[config.mk]
export PLATFORM = sky130hd
export DESIGN_NAME = ihc_handler
export DESIGN_NICKNAME = d
export VERILOG_FILES = /design/src/inc/ihc_pkg.sv /design/src/rtl/ihc_slot_pipe.sv /design/src/rtl/ihc_handler.sv
export SDC_FILE = /design/constraint.sdc
export NUM_CORES = 1
export LEC_CHECK = 0
export BUFFER_PORTS_ARGS = -buffer_cell sky130_fd_sc_hd__buf_2
export CORE_AREA = 2 2 101 103
export DETAILED_ROUTE_END_ITERATION = 6
export DIE_AREA = 0 0 103 105
export GPL_TIMING_DRIVEN = 0
export PLACE_DENSITY = 0.75
export SLEW_MARGIN = 40
export SYNTH_ARGS = -nofsm -noshare
export SYNTH_HDL_FRONTEND = slang
export SYNTH_HIERARCHICAL = 1
export SYNTH_SLANG_ARGS = --single-unit
[constraint.sdc]
create_clock -name i_clk -period 3.19 [get_ports i_clk]
set_input_delay 0.319 -clock i_clk [delete_from_list [all_inputs] [get_ports i_clk]]
set_output_delay 0.319 -clock i_clk [all_outputs]
set_load 0.005 [all_outputs]
[src/inc/ihc_pkg.sv]
// Purpose: shared constants and types of the command handler
// Assumes: one parallel cpu per handler, four parallel cpus in all
// Notes:   bit positions are defaults; the top makes them parameters
package ihc_pkg;

    // ----------------------------------------------------------------
    // sizes
    // ----------------------------------------------------------------
    localparam int NUM_CPU = 4;
    localparam int ID_W = 2;
    localparam int WORD_W = 32;
    localparam int SLOT_W = 2;
    localparam logic [SLOT_W-1:0] DELAY_SLOTS = 2'h2;

    // ----------------------------------------------------------------
    // command word layout (defaults)
    // ----------------------------------------------------------------
    localparam int BIT_DES_LSB = 0;   // parallel_cpu designators, one per cpu
    localparam int BIT_DES_MST = 4;   // master_cpu designator
    localparam int BIT_RST = 16;      // software reset
    localparam int BIT_HALT = 17;
    localparam int BIT_UNHALT = 18;
    localparam int BIT_ICLR = 19;     // instruction-cache reset
    localparam int BIT_TASK = 20;     // task interrupt
    localparam int BIT_MSG = 21;      // message interrupt
    localparam int BIT_DCLR = 22;     // data-cache reset
    localparam int BIT_VIDEO = 23;    // video_ctrl operation
    localparam int BIT_XFER = 24;     // transfer_ctrl operation

    // ----------------------------------------------------------------
    // reset values
    // ----------------------------------------------------------------
    localparam logic HALT_RST = 1'b1;      // hardware reset leaves cpu halted
    localparam logic VEC_PEND_RST = 1'b1;  // first unhalt starts at task vector

    // ----------------------------------------------------------------
    // types
    // ----------------------------------------------------------------
    typedef struct packed {
        logic valid;
        logic [WORD_W-1:0] word;
    } ihc_cmd_s;

    typedef enum logic [1:0] {
        SLOT_IDLE,
        SLOT_EXEC,
        SLOT_WAIT
    } ihc_slot_e;

    typedef struct packed {
        logic task_req;
        logic mst_msg_req;
        logic [NUM_CPU-1:0] peer_msg_req;
    } ihc_int_s;

endpackage

[src/rtl/ihc_slot_pipe.sv]
// Purpose: holds a self-issued command word through its delay slots
// Assumes: i_adv pulses once per instruction leaving execute
// Notes:   a new issue while one is in flight is dropped
module ihc_slot_pipe (
    // clock and reset
    input wire logic i_clk,
    input wire logic i_rstn,
    // issue side
    input wire ihc_pkg::ihc_cmd_s i_cmd,
    input wire logic i_stall,
    input wire logic i_adv,
    // effect side
    output ihc_pkg::ihc_cmd_s o_cmd
);

    ihc_pkg::ihc_slot_e state_reg;
    logic [ihc_pkg::SLOT_W-1:0] cnt_reg;
    logic [ihc_pkg::WORD_W-1:0] word_reg;

    // ----------------------------------------------------------------
    // slot sequencer
    // ----------------------------------------------------------------
    // the word waits out a stall in EXEC so the
    // delay slots always count the same way
    always_ff @(posedge i_clk or negedge i_rstn) begin
        if (!i_rstn) begin
            state_reg <= ihc_pkg::SLOT_IDLE;
            cnt_reg <= '0;
        end else begin
            case (state_reg)
                ihc_pkg::SLOT_IDLE: begin
                    if (i_cmd.valid) begin
                        state_reg <= ihc_pkg::SLOT_EXEC;
                    end
                end
                ihc_pkg::SLOT_EXEC: begin
                    if (!i_stall) begin
                        state_reg <= ihc_pkg::SLOT_WAIT;
                        cnt_reg <= '0;
                    end
                end
                ihc_pkg::SLOT_WAIT: begin
                    if (i_adv && !i_stall) begin
                        cnt_reg <= cnt_reg + 1'b1;
                        if (cnt_reg + 1'b1 == ihc_pkg::DELAY_SLOTS) begin
                            state_reg <= ihc_pkg::SLOT_IDLE;
                        end
                    end
                end
                default: state_reg <= ihc_pkg::SLOT_IDLE;
            endcase
        end
    end

    // word capture and one-cycle effect strobe
    always_ff @(posedge i_clk or negedge i_rstn) begin
        if (!i_rstn) begin
            word_reg <= '0;
            o_cmd <= '0;
        end else begin
            if (state_reg == ihc_pkg::SLOT_IDLE && i_cmd.valid) begin
                word_reg <= i_cmd.word;
            end
            o_cmd.valid <= state_reg == ihc_pkg::SLOT_WAIT && i_adv && !i_stall
                && cnt_reg + 1'b1 == ihc_pkg::DELAY_SLOTS;
            o_cmd.word <= word_reg;
        end
    end

endmodule

[src/rtl/ihc_handler.sv]
// Purpose: interprocessor command handler of one parallel cpu
// Assumes: all inputs synchronous to i_clk; CPU_ID fixed per instance
// Notes:   owns the halt latch, interrupt flags and cache-clear strobe
//
// Contract
// - act only when own designator bit set
// - own halt and cache reset target self only
// - master-only bits from parallel cpus ignored
// - peer halt or cache reset ignored here
// - accepted halt sets latch, stalls pipeline
// - interrupts latched, not serviced while halted
// - stay halted until master unhalts
// - master unhalt beats same-cycle self halt
// - halt latch visible to master status
// - self halt/clear needs own designator
// - master unhalt clears halt latch
// - unhalt after reset fetches task vector
// - software reset always leaves target halted
// - halt plus unhalt word acts as unhalt
// - cache reset clears all present bits
// - task bit from master only sets flag
// - message bit sets flag of designated cpus
// - master-designated message flags sender at master
// - peer message sets per-sender flag
// - master designators pick responding cpus
// - own command acts after two delay slots
// - stalled execute holds command back
module ihc_handler #(
    parameter int CPU_ID = 0,
    // command word layout
    parameter int P_DES_LSB = ihc_pkg::BIT_DES_LSB,
    parameter int P_DES_MST = ihc_pkg::BIT_DES_MST,
    parameter int P_RST = ihc_pkg::BIT_RST,
    parameter int P_HALT = ihc_pkg::BIT_HALT,
    parameter int P_UNHALT = ihc_pkg::BIT_UNHALT,
    parameter int P_ICLR = ihc_pkg::BIT_ICLR,
    parameter int P_TASK = ihc_pkg::BIT_TASK,
    parameter int P_MSG = ihc_pkg::BIT_MSG,
    parameter int P_DCLR = ihc_pkg::BIT_DCLR,
    parameter int P_VIDEO = ihc_pkg::BIT_VIDEO,
    parameter int P_XFER = ihc_pkg::BIT_XFER
) (
    // clock and reset
    input wire logic i_clk,
    input wire logic i_rstn,
    // commands from master_cpu and from the other parallel_cpus
    input wire ihc_pkg::ihc_cmd_s i_mst_cmd,
    input wire ihc_pkg::ihc_cmd_s [ihc_pkg::NUM_CPU-1:0] i_peer_cmd,
    // own issue through the command pseudoregister
    input wire ihc_pkg::ihc_cmd_s i_own_cmd,
    input wire logic i_pipe_stall,
    input wire logic i_instr_adv,
    // interrupt enables and flag clears from software
    input wire logic i_int_global_en,
    input wire logic i_task_en,
    input wire logic i_msg_en,
    input wire logic i_task_clr,
    input wire logic i_mst_msg_clr,
    input wire logic [ihc_pkg::NUM_CPU-1:0] i_peer_msg_clr,
    // core control
    output logic o_halted,
    output logic o_master_cpu_error_status_halt,
    output logic o_icache_clr,
    output logic o_soft_reset,
    output logic o_fetch_vector,
    // interrupt flags and requests
    output logic o_task_flag,
    output logic o_mst_msg_flag,
    output logic [ihc_pkg::NUM_CPU-1:0] o_peer_msg_flag,
    output ihc_pkg::ihc_int_s o_int_req,
    // outgoing command from this cpu
    output ihc_pkg::ihc_cmd_s o_out_cmd,
    output logic o_mst_msg_set
);

    // ----------------------------------------------------------------
    // helpers
    // ----------------------------------------------------------------
    // one bit of a word at a parameter position
    function automatic logic bit_at(input logic [ihc_pkg::WORD_W-1:0] w,
                                    input int pos);
        bit_at = w[pos];
    endfunction

    // word designates this parallel cpu
    function automatic logic for_me(input logic [ihc_pkg::WORD_W-1:0] w);
        for_me = w[P_DES_LSB + CPU_ID];
    endfunction

    // ----------------------------------------------------------------
    // delay slots of self-issued commands
    // ----------------------------------------------------------------
    ihc_pkg::ihc_cmd_s own_fire;

    ihc_slot_pipe u_slot (
        .i_clk(i_clk),
        .i_rstn(i_rstn),
        .i_cmd(i_own_cmd),
        .i_stall(i_pipe_stall),
        .i_adv(i_instr_adv),
        .o_cmd(own_fire)
    );

    // ----------------------------------------------------------------
    // decode of master words
    // ----------------------------------------------------------------
    logic mst_hit;
    logic mst_rst;
    logic mst_halt;
    logic mst_unhalt;
    logic mst_iclr;
    logic mst_task;
    logic mst_msg;

    // master designators select who responds
    assign mst_hit = i_mst_cmd.valid && for_me(i_mst_cmd.word);
    assign mst_rst = mst_hit && bit_at(i_mst_cmd.word, P_RST);
    // halt and unhalt together act as unhalt
    assign mst_unhalt = mst_hit && bit_at(i_mst_cmd.word, P_UNHALT);
    assign mst_halt = mst_hit && bit_at(i_mst_cmd.word, P_HALT)
        && !mst_unhalt;
    assign mst_iclr = mst_hit && bit_at(i_mst_cmd.word, P_ICLR);
    assign mst_task = mst_hit && bit_at(i_mst_cmd.word, P_TASK);
    assign mst_msg = mst_hit && bit_at(i_mst_cmd.word, P_MSG);

    // ----------------------------------------------------------------
    // decode of own words after their delay slots
    // ----------------------------------------------------------------
    logic own_hit;
    logic own_halt;
    logic own_iclr;
    logic own_msg;

    // from self only halt, cache reset and message count;
    // master-only bits are never looked at
    assign own_hit = own_fire.valid && for_me(own_fire.word);
    assign own_halt = own_hit && bit_at(own_fire.word, P_HALT);
    assign own_iclr = own_hit && bit_at(own_fire.word, P_ICLR);
    assign own_msg = own_hit && bit_at(own_fire.word, P_MSG);

    // ----------------------------------------------------------------
    // decode of peer words
    // ----------------------------------------------------------------
    // a peer may only send messages; all else in its
    // word is dropped here
    logic [ihc_pkg::NUM_CPU-1:0] peer_msg;

    genvar g;
    generate
        for (g = 0; g < ihc_pkg::NUM_CPU; g++) begin : g_peer
            if (g == CPU_ID) begin : g_self
                assign peer_msg[g] = own_msg; // own slot comes from the pipe
            end else begin : g_other
                assign peer_msg[g] = i_peer_cmd[g].valid
                    && for_me(i_peer_cmd[g].word)
                    && bit_at(i_peer_cmd[g].word, P_MSG);
            end
        end
    endgenerate

    // ----------------------------------------------------------------
    // halt latch
    // ----------------------------------------------------------------
    logic halt_reg;
    logic halt_next;
    logic vec_pend_reg;

    // priority: software reset, then unhalt, then any halt
    always_comb begin
        halt_next = halt_reg;
        if (mst_rst) begin
            halt_next = 1'b1;
        end else if (mst_unhalt) begin
            halt_next = 1'b0;
        end else if (mst_halt || own_halt) begin
            halt_next = 1'b1;
        end
    end

    // only a master unhalt ever clears the latch
    always_ff @(posedge i_clk or negedge i_rstn) begin
        if (!i_rstn) begin
            halt_reg <= ihc_pkg::HALT_RST;
        end else begin
            halt_reg <= halt_next;
        end
    end

    // remembers that the current halt came from a reset
    always_ff @(posedge i_clk or negedge i_rstn) begin
        if (!i_rstn) begin
            vec_pend_reg <= ihc_pkg::VEC_PEND_RST;
        end else if (mst_rst) begin
            vec_pend_reg <= 1'b1;
        end else if (mst_unhalt && halt_reg) begin
            vec_pend_reg <= 1'b0;
        end
    end

    // ----------------------------------------------------------------
    // core strobes
    // ----------------------------------------------------------------
    // one-cycle strobes, one clock after the command
    always_ff @(posedge i_clk or negedge i_rstn) begin
        if (!i_rstn) begin
            o_icache_clr <= 1'b0;
            o_soft_reset <= 1'b0;
            o_fetch_vector <= 1'b0;
        end else begin
            o_icache_clr <= mst_iclr || own_iclr;
            o_soft_reset <= mst_rst;
            // a plain halt resumes in place; a reset halt restarts
            o_fetch_vector <= mst_unhalt && !mst_rst && halt_reg
                && vec_pend_reg;
        end
    end

    // latch copies for pipeline and master status
    always_ff @(posedge i_clk or negedge i_rstn) begin
        if (!i_rstn) begin
            o_halted <= ihc_pkg::HALT_RST;
            o_master_cpu_error_status_halt <= ihc_pkg::HALT_RST;
        end else begin
            o_halted <= halt_next;
            o_master_cpu_error_status_halt <= halt_next;
        end
    end

    // ----------------------------------------------------------------
    // interrupt flags
    // ----------------------------------------------------------------
    // set beats clear, so no event is lost
    always_ff @(posedge i_clk or negedge i_rstn) begin
        if (!i_rstn) begin
            o_task_flag <= 1'b0;
            o_mst_msg_flag <= 1'b0;
        end else begin
            o_task_flag <= mst_task || (o_task_flag && !i_task_clr);
            o_mst_msg_flag <= mst_msg
                || (o_mst_msg_flag && !i_mst_msg_clr);
        end
    end

    // one flag per sending parallel cpu
    generate
        for (g = 0; g < ihc_pkg::NUM_CPU; g++) begin : g_flag
            always_ff @(posedge i_clk or negedge i_rstn) begin
                if (!i_rstn) begin
                    o_peer_msg_flag[g] <= 1'b0;
                end else begin
                    o_peer_msg_flag[g] <= peer_msg[g]
                        || (o_peer_msg_flag[g] && !i_peer_msg_clr[g]);
                end
            end
        end
    endgenerate

    // ----------------------------------------------------------------
    // interrupt requests
    // ----------------------------------------------------------------
    // one request at a time: task, master message, then peers by
    // sender number; flags keep latching while halted, but nothing
    // is requested before the unhalt
    logic [ihc_pkg::NUM_CPU-1:0] peer_pick;
    logic any_req;
    logic task_go;
    logic mst_go;

    assign any_req = !halt_next && i_int_global_en;
    assign task_go = any_req && i_task_en && o_task_flag;
    assign mst_go = any_req && i_msg_en && o_mst_msg_flag && !task_go;

    always_comb begin
        peer_pick = '0;
        for (int i = ihc_pkg::NUM_CPU - 1; i >= 0; i--) begin
            if (o_peer_msg_flag[i]) begin
                peer_pick = '0;
                peer_pick[i] = 1'b1;
            end
        end
        if (!(any_req && i_msg_en) || task_go || mst_go) begin
            peer_pick = '0;
        end
    end

    always_ff @(posedge i_clk or negedge i_rstn) begin
        if (!i_rstn) begin
            o_int_req <= '0;
        end else begin
            o_int_req.task_req <= task_go;
            o_int_req.mst_msg_req <= mst_go;
            o_int_req.peer_msg_req <= peer_pick;
        end
    end

    // ----------------------------------------------------------------
    // outgoing command
    // ----------------------------------------------------------------
    // master-only bits are stripped before the word leaves, so no
    // receiver acts on them
    logic [ihc_pkg::WORD_W-1:0] strip_mask;

    always_comb begin
        strip_mask = '1;
        strip_mask[P_RST] = 1'b0;
        strip_mask[P_UNHALT] = 1'b0;
        strip_mask[P_TASK] = 1'b0;
        strip_mask[P_DCLR] = 1'b0;
        strip_mask[P_VIDEO] = 1'b0;
        strip_mask[P_XFER] = 1'b0;
    end

    always_ff @(posedge i_clk or negedge i_rstn) begin
        if (!i_rstn) begin
            o_out_cmd <= '0;
            o_mst_msg_set <= 1'b0;
        end else begin
            o_out_cmd.valid <= own_fire.valid;
            o_out_cmd.word <= own_fire.word & strip_mask;
            // master designator plus message flags the sender
            o_mst_msg_set <= own_fire.valid
                && bit_at(own_fire.word, P_DES_MST)
                && bit_at(own_fire.word, P_MSG);
        end
    end

endmodule

# == Word-level counts from Yosys, hierarchy flattened ==
# Cells that the tools add are included.
# op_classes
addsub,1
eq_ne,7
mux,18
reduce_logical,68
# ops
op,count
logical AND 1 bit,41
two-way mux 4 bit,5
zero test 1 bit,12
two-way mux 2 bit,6
logical OR 1 bit,10
case mux 2 bit (3 select lines),1
two-way mux 1 bit,5
== test 2 bit (second input constant),2
inequality test 2 x 1 -> 1 bit (second input constant),2
inequality test 2 bit (second input constant),2
case mux 2 bit (2 select lines),1
AND reduction 4 bit,1
nonzero test 2 bit,2
AND reduction 3 bit,1
adder 2 x 1 -> 2 bit (second input constant),1
== test 2 x 1 -> 1 bit (second input constant),1
zero test 2 bit,1
# word_totals
register_bits,114
input_bits,211
output_inout_bits,51
wordCells,116

# == Longest topological paths before layout ==
# Gate-level depths: netlist of run 1.
# depth
depth_word,16
ltp_mapped,5
depth_no_buf,5

# == Cells and area by module ==
# The synthesis of run 1 kept the hierarchy.
# modules_own_cells
mod,instances,cells_each,area_each_um2
ihc_slot_pipe,1,126,2269.7
ihc_handler,1,102,1465.2

# == Worst setup path after synthesis of run 1 ==
# Ideal clock, no wire load.
# synth_timing
path_type,register to register
from,reg u_slot.state_reg[0]
to,reg u_slot/word_reg[10] in the netlist's numbering
arrival_time_ps,1287
path_slack_ps,1778
stages_incl_launch_ff,5
period_less_slack_ps,1412
path_cell_list,dfrtp_1 buf_6 nor3b_4 buf_6 mux2_2
# synth_between
elab_chain_cells,2
# synth_lines
item,line,text
start: declaration,ihc_slot_pipe.sv:16,ihc_pkg::ihc_slot_e state_reg;
start signal: assignment,ihc_slot_pipe.sv:27,state_reg <= ihc_pkg::SLOT_IDLE;
start signal: assignment,ihc_slot_pipe.sv:33,state_reg <= ihc_pkg::SLOT_EXEC;
start signal: assignment,ihc_slot_pipe.sv:38,state_reg <= ihc_pkg::SLOT_WAIT;
zero test 2 bit,ihc_slot_pipe.sv:61,if (state_reg == ihc_pkg::SLOT_IDLE && i_cmd.valid) begin
logical AND 1 bit,ihc_slot_pipe.sv:61,
end signal: assignment,ihc_slot_pipe.sv:62,word_reg <= i_cmd.word;
end: declaration,ihc_slot_pipe.sv:18,logic [ihc_pkg::WORD_W-1:0] word_reg;
# No other way between the ends.
# A chain may end at the register's enable or synchronous reset.

# == Final worst setup path of run 1 ==
# layout_timing
from,reg u_slot.state_reg[1]
to,reg u_slot/word_reg[9] in the netlist's numbering
# The elaborated chain is that of the path after synthesis.

==> results of run 1 <==
-- timing repair --
action	in CTS	in global routing
endpoints found under the hold margin	41	0
endpoints found under the setup margin	0	0
hold buffers	1	0
buffers inserted	0	0
-- how the worst max path moves through the flow --
stage | cells after the start | start | slack, ps | endpoint
2_1_floorplan | 4 | u_slot/state_reg[0] | 1780 | u_slot/word_reg[10]
3_3_place_gp | 1 | i_rstn | 800 | u_slot/word_reg[7]
3_5_place_dp | 4 | u_slot/state_reg[1] | 1610 | u_slot/word_reg[9]
4_1_cts | 4 | u_slot/state_reg[1] | 1590 | u_slot/word_reg[9]
5_1_grt | 4 | u_slot/state_reg[1] | 1530 | u_slot/word_reg[9]
6_report | 4 | u_slot/state_reg[1] | 1640 | u_slot/word_reg[9]
-- stage by stage --
step	instances	setup slack [ps]	utilization, %
global route	467	1532	44.57
global placement	449	798.7	42.10
floorplan	215	1778	-
detailed placement	450	1608	42.48
finish	467	1635	44.57
CTS	467	1593	44.57
-- area by class of cell --
type	instances	area (um2)	area share [%]
flip-flops and latches	102	2555	59.46
clock buffers	10	137.6	3.203
multi-input cells	91	690.7	16.07
inverters	10	37.54	0.8736
plain buffers	12	102.6	2.388
well taps	133	166.4	3.873
clock inverters	6	53.80	1.252
repair buffers	103	553.0	12.87
-- power groups by stage --
stage	clock, mW	combinational [mW]	sequential [mW]
floorplan	0	0.356	2.03
global placement	0	0.718	2.05
detailed placement	0	0.746	2.07
CTS	0.806	0.750	2.05
global route	0.861	0.818	2.11
finish	0.761	0.736	2.04
-- layer usage --
layer  up-vias  routed length (um)  track usage, %
met5         -                   0               0
met4         0                  26           3.665
met3         4                 854           8.094
met2        66                3199           20.04
met1       995                2904           17.54
li1        937                   -               -
-- worst max-delay path: stages (launching register included) --
cell and delay, ps:
dfrtp_1 370, buf_2 170, nor3b_4 350, buf_6 220, mux2_2 340
==> flow_summary.ini, run 1 <==
[critical_path]
path_class = reg -> reg
ff2ff_setup_slack_ps = 1640
timing.rr.end = u_slot/word_reg[9]
arrival_ps = 1790
crit_path_start_kind = register
setup.worst_path.end_class = register
reg2reg_depth = 4
r2r_start = u_slot/state_reg[1]
required_ps = 3430
crit_fanout = 10

[floorplan]
rows = 36
core_area_um2 = 9639
dieWidth_um = 103
initial_core_util_pct = 34.93
io_pins = 262
die-area_um2 = 10820
die_h_um = 105

[routing]
drc = 0
antenna_left = 0
wl_um = 6985
vias = 2002
wl_per_cell_um = 14.96
drtPass1Iterations = 4
drt_iter0_markers = 89
drt-vias-per-instance = 4.287

[power]
p_sw_mw = 1.001
power_frac_clock_pct = 21.5
p_comb_share_pct = 20.8
powerDensity_nw_per_um2 = 822.8
total_power_mw = 3.535
leakagePower_nw = 2.104
seqPwrFrac_pct = 57.7
switching_share_pct = 28.31
p_int_mw = 2.534
peakVddDrop_mv = 0.4345

[sta]
fin_skew_ps = 12.99
final.min_clock_period_ps = 1555
drv_slew = 0
finalSetupViolations = 0
rsz0062_at_grt = false
setup_tns_ps = 0
hold_viol_final = 0
hold_ws_ps = 129.6
max_freq_ghz = 0.6431
period_share_pct = 48.75

[final_layout]
syn2layout_area_growth_pct = 27.61
fin_nets = 541
final_common_cell = buf_2
stdcell_area_um2 = 4297
final_cell_mix = buf_2 (101), dfrtp_1 (100), mux2_2 (25)
diodes = 0
fillers = 914
drive_gt1_share_pct = 48.20

[synthesis]
syn_inst = 210
syn_avg_cell_area_um2 = 16.03
synthesis.area_um2 = 3367
yosys_warnings = 6

[global_route]
grt-ovfl-total = 0
grt_pass1_vias = 2151
grt_max_degree = 62
grt_use_total_pct = 13.79
grt_pass1_wl_um = 11130
antenna_found_initial = 0

[clocking]
clock_path_buffers = 2
cts_tree = built
clkLatencyLatePin_ps = 350
cts_buffers = 9
clock-sinks = 102
htreeDepth = 3
ctsResizeCount = 0
cts_root_buf = clkbuf_8
clkSlewWorstSetupHoldPaths_ps = 100

[placement]
gp_congestion = 0.7779
numPortBuffers = 101
placedInstanceArea_um2 = 4095
place_hpwl_um = 5146

[run]
cap_viol_max_count = 0

[hold_path]
holdPathStages = 2
hold_class = in -> reg
min_to = o_peer_msg_flag[2]
hp-start = i_peer_msg_clr[2]

[run_status]
status = completed
Note: power is estimated with default switching activity, not from simulation.
==> run 2, diff against run 1 <==
--- a/config.mk
+++ b/config.mk
@@ -6,11 +6,11 @@
 export NUM_CORES = 1
 export LEC_CHECK = 0
 export BUFFER_PORTS_ARGS = -buffer_cell sky130_fd_sc_hd__buf_2
-export CORE_AREA = 2 2 101 103
+export CORE_AREA = 2 2 102 104
 export DETAILED_ROUTE_END_ITERATION = 6
-export DIE_AREA = 0 0 103 105
+export DIE_AREA = 0 0 104 106
 export GPL_TIMING_DRIVEN = 0
-export PLACE_DENSITY = 0.75
+export PLACE_DENSITY = 0.74
 export SLEW_MARGIN = 40
 export SYNTH_ARGS = -nofsm -noshare
 export SYNTH_HDL_FRONTEND = slang
==> constraint.sdc (replaced) <==
create_clock -name i_clk -period 1.52 [get_ports i_clk]
set_input_delay 0.152 -clock i_clk [delete_from_list [all_inputs] [get_ports i_clk]]
set_output_delay 0.152 -clock i_clk [all_outputs]
set_load 0.005 [all_outputs]
==> flow_summary.ini, run 2 (synthesized netlist as in run 1, its figures left out) <==
[clocking]
cts_buffers = 9
clkLatencyLatePin_ps = 350
htreeDepth = 3
clock_path_buffers = 2
cts_root_buf = clkbuf_8
clkSlewWorstSetupHoldPaths_ps = 90
cts_tree = built
clock-sinks = 102

[routing]
drtPass1Iterations = 4
vias = 2076
drt_iter0_markers = 94
wl_um = 7396
wl_per_cell_um = 15.38
drc = 0
drt-vias-per-instance = 4.316
antenna_left = 0

[sta]
max_freq_ghz = 0.6701
finalSetupViolations = 0
drv_slew = 0
fin_skew_ps = 7.338
rsz0062_at_grt = true
setup_tns_ps = 0
hold_viol_final = 0
final.min_clock_period_ps = 1492
period_share_pct = 98.17

[global_route]
met2_usage_pct = 19.45
grt_pass1_vias = 2192
grt_pass1_wl_um = 11550
grt_use_total_pct = 13.83
grt-ovfl-total = 0
busiest_layer = met2
use_met1_pct = 17.55
antenna_found_initial = 0
met3_usage_pct = 7.541
grt_max_degree = 66

[power]
peakVddDrop_mv = 0.9383
leakagePower_nw = 2.235
total_power_mw = 7.987
powerDensity_nw_per_um2 = 1762

[floorplan]
io_pins = 262
die_h_um = 106
initial_core_util_pct = 33.67
dieWidth_um = 104
die-area_um2 = 11020
core_area_um2 = 10000
rows = 37

[hold_path]
hold_class = in -> reg

[critical_path]
max_stage_delay_ps = 380
path_class = reg -> reg
critPathSlowestCell = dfrtp_1
crit_fanout = 7
cp_cell_sequence = buf_6 -> nor3b_4 -> buf_6 -> buf_8 -> mux2_2
crit_path_start_kind = register
required_ps = 1760
setup.worst_path.end_class = register
crit_top_cell = buf_6
arrival_ps = 1730

[placement]
place_hpwl_um = 5133
gp_congestion = 0.7744
numPortBuffers = 101
placedInstanceArea_um2 = 4099

[final_layout]
diodes = 0
fillers = 958
utilization_pct = 45.33
fin_nets = 553
syn2layout_area_growth_pct = 34.63
final_common_cell = buf_2
final_cell_mix = buf_2 (100), dfrtp_1 (99), mux2_4 (13), mux2_2 (13), nand3_1 (11)
stdcell_area_um2 = 4533
drive_gt1_share_pct = 48.12

[run]
cap_viol_max_count = 0

[run_status]
status = completed
-- run 2: cell count changes in the layout (fill, tap and decap cells not counted), moves of 2 or more --
cell	previous run	this run
mux2_4	0	13
clkinv_4	3	1
bufinv_16	0	2
buf_8	1	3
mux2_2	25	13
dlygate4sd3_1	1	9
buf_4	7	9
-- run 2: area by class of cell --
class	count	area [um2]	share of cell area, %
buffer	11	113.9	2.512
timing repair buffer	116	695.7	15.35
tap	136	170.2	3.754
clock buffer	10	137.6	3.036
multi-input combinational	91	739.5	16.31
clock inverter	5	82.58	1.822
sequential	102	2556	56.39
inverter	10	37.54	0.8280
-- run 2: where the power goes --
part / internal, mW / total [mW] / switching, mW / leakage, nW
clock network: 0.970 / 1.86 / 0.887 / 0.113
registers: 3.84 / 4.33 / 0.491 / 1.23
logic: 1.05 / 1.80 / 0.752 / 0.890
-- run 2: timing repair --
action,in CTS,in global routing
setup buffers,2,2
gates cloned,0,1
hold buffers,7,2
gates resized for setup,0,20
pin swaps,1,1
hold endpoints to repair,43,2
endpoints found under the setup margin,24,24
-- run 2: worst paths after layout --
kind,from,endpoint,slack [ps],depth (start not counted)
setup reg to reg,u_slot/state_reg[0],u_slot/word_reg[19],30,5
setup / recovery,u_slot/state_reg[0],u_slot/word_reg[19],30,5
hold / removal,i_mst_cmd[19],o_icache_clr,20,2
max in group asynchronous,i_rstn,vec_pend_reg,630,3
hold reg to reg,u_slot/o_cmd[2],o_out_cmd[2],360,0
min in group asynchronous,i_rstn,o_out_cmd[13],260,2
-- run 2: stage by stage --
step	instances	setup WS, ps	hold WS, ps
floorplan	215	107.8	-143.6
detailed placement	453	-75.08	42.55
global placement	452	-736.6	333.5
global route	481	-41.40	-1.876
CTS	477	25.48	2.663
finish	481	27.77	20.91
-- run 2: layer usage --
metal,share of wire (%),up-vias
met5,0,-
li1,-,970
met1,42,1016
met3,12,16
met4,1.7,0
met2,45,74
-- run 2: critical path, delay by kind of cell, from the launching register on --
| kind | cells | cell delay [ps] |
|---|---|---|
| simple gates | 1 | 260 |
| flops | 1 | 380 |
| buf+inv | 3 | 420 |
| mux | 1 | 330 |
==> run 3, diff against run 2 <==
--- a/config.mk
+++ b/config.mk
@@ -5,12 +5,13 @@
 export SDC_FILE = /design/constraint.sdc
 export NUM_CORES = 1
 export LEC_CHECK = 0
+export ABC_AREA = 1
 export BUFFER_PORTS_ARGS = -buffer_cell sky130_fd_sc_hd__buf_2
-export CORE_AREA = 2 2 102 104
+export CORE_AREA = 2 2 100 102
 export DETAILED_ROUTE_END_ITERATION = 6
-export DIE_AREA = 0 0 104 106
+export DIE_AREA = 0 0 102 104
 export GPL_TIMING_DRIVEN = 0
-export PLACE_DENSITY = 0.74
+export PLACE_DENSITY = 0.79
 export SLEW_MARGIN = 40
 export SYNTH_ARGS = -nofsm -noshare
 export SYNTH_HDL_FRONTEND = slang
==> flow_summary.ini, run 3 <==
[clocking]
cts_buffers = 9
htreeDepth = 3
cts_setup_buffers = 0
clkSlewWorstSetupHoldPaths_ps = 90
clkLatencyLatePin_ps = 360
cts_tree = built
clock_path_buffers = 2
clock-sinks = 102
cts_root_buf = clkbuf_8

[synthesis]
yosys_warnings = 6
syn_avg_cell_area_um2 = 13.23
synthesis.area_um2 = 3546
syn_inst = 268

[sta]
finalSetupViolations = 0
fin_skew_ps = 5.169
final.min_clock_period_ps = 1376
drv_slew = 0
period_share_pct = 90.54
max_freq_ghz = 0.7266
hold_viol_final = 0
rsz0062_at_grt = false
setup_tns_ps = 0

[floorplan]
initial_core_util_pct = 37.13
die_h_um = 104
io_pins = 262
rows = 36
core_area_um2 = 9549
dieWidth_um = 102
die-area_um2 = 10610

[routing]
drt-vias-per-instance = 4.253
drc = 0
wl_um = 7450
drt_iter0_markers = 116
drtPass1Iterations = 4
vias = 2267
wl_per_cell_um = 13.98
antenna_left = 0

[critical_path]
setup.worst_path.end_class = register
required_ps = 1820
crit_buf_inv = 2
critPathSlowestCell = dlygate4sd3_1
path_class = reg -> reg
max_stage_delay_ps = 560
crit_path_start_kind = register
critical_path.top_delay_family = buffers and inverters
arrival_ps = 1680
cp_cell_sequence = inv_1 -> o21ai_1 -> dlygate4sd3_1
crit_fanout = 6

[final_layout]
drive_gt1_share_pct = 45.25
fin_nets = 607
fillers = 884
utilization_pct = 47.79
final_cell_mix = buf_2 (100), dfrtp_1 (100), inv_1 (38)
diodes = 0
syn2layout_area_growth_pct = 28.69

[placement]
numPortBuffers = 101
gp_congestion = 0.8228
place_hpwl_um = 5510

[power]
peakVddDrop_mv = 1.224
p_comb_share_pct = 22.5
p_sw_mw = 2.277
leakagePower_nw = 2.434
powerDensity_nw_per_um2 = 1669
p_int_mw = 5.337
switching_share_pct = 29.90
seqPwrFrac_pct = 55.5
power_frac_clock_pct = 22.0

[global_route]
grt-ovfl-total = 0
antenna_found_initial = 1
grt_max_degree = 74
grt_pass1_vias = 2433
grt_pass1_wl_um = 12290
grt_use_total_pct = 15.35

[run_status]
status = completed

[run]
cap_viol_max_count = 0

[hold_path]
hold_class = in -> reg
==> run 3: layout make-up <==
cell class,instances,area [um2],share of cell area (%)
clock inverters,6,71.32,1.563
clock buffers,10,127.6,2.797
plain buffers,14,133.9,2.934
repair buffers,111,633.1,13.87
multi-input cells,115,713.2,15.63
well taps,133,166.4,3.647
inverters,42,162.7,3.565
flip-flops and latches,102,2555,55.99
==> run 3: through the flow <==
stage | instances | power, mW | worst slack (ps) | instance area [um2] | hold WS, ps
after floorplan | 273 | 5.154 | 491.8 | 3565 | -143.6
after global placement | 507 | 5.881 | -652.8 | 4237 | 329.7
after detailed placement | 508 | 5.985 | 356.0 | 4274 | 25.92
after CTS | 533 | 7.724 | 141.2 | 4563 | 6.813
after global routing | 533 | 8.117 | 38.00 | 4563 | 5.030
final | 533 | 7.614 | 143.7 | 4563 | 21.40
==> run 3: final timing paths <==
kind / from / end / slack [ps] / cells after the start
max reg2reg: o_mst_msg_flag / o_mst_msg_flag / 140 / 3
min: i_own_cmd[9] / u_slot/word_reg[9] / 20 / 3
max in group asynchronous: i_rstn / vec_pend_reg / 620 / 3
min in group asynchronous: i_rstn / o_int_req[2] / 240 / 2
min reg2reg: u_slot/o_cmd[7] / o_out_cmd[7] / 360 / 0
max: o_mst_msg_flag / o_mst_msg_flag / 140 / 3
==> run 3: worst min-delay path, delay by kind of cell <==
family                 cells  cell delay [ps]
AO/OA/AOI/OAI              1               50
buffers and inverters      2              140
==> run 3: what timing repair did <==
action,4_1_cts,5_1_grt
resized for setup,0,0
hold endpoints to repair,107,0
hold buffers,9,0
==> run 3: metal layers <==
layer | global-route usage [%] | wire length (um) | share of wire (%) | up-vias
li1 | - | - | - | 1076
met1 | 20.25 | 3187 | 43 | 1090
met2 | 22.04 | 3264 | 44 | 90
met3 | 7.661 | 894 | 12 | 9
met4 | 5.143 | 89 | 1.2 | 2
met5 | 0 | 13 | 0.17 | -
==> run 3: power by group through the flow <==
stage | sequential [mW] | combinational, mW | clock (mW)
2_1_floorplan | 4.20 | 0.955 | 0
3_3_place_gp | 4.23 | 1.65 | 0
3_5_place_dp | 4.27 | 1.72 | 0
4_1_cts | 4.23 | 1.74 | 1.75
5_1_grt | 4.34 | 1.91 | 1.87
6_report | 4.22 | 1.72 | 1.68
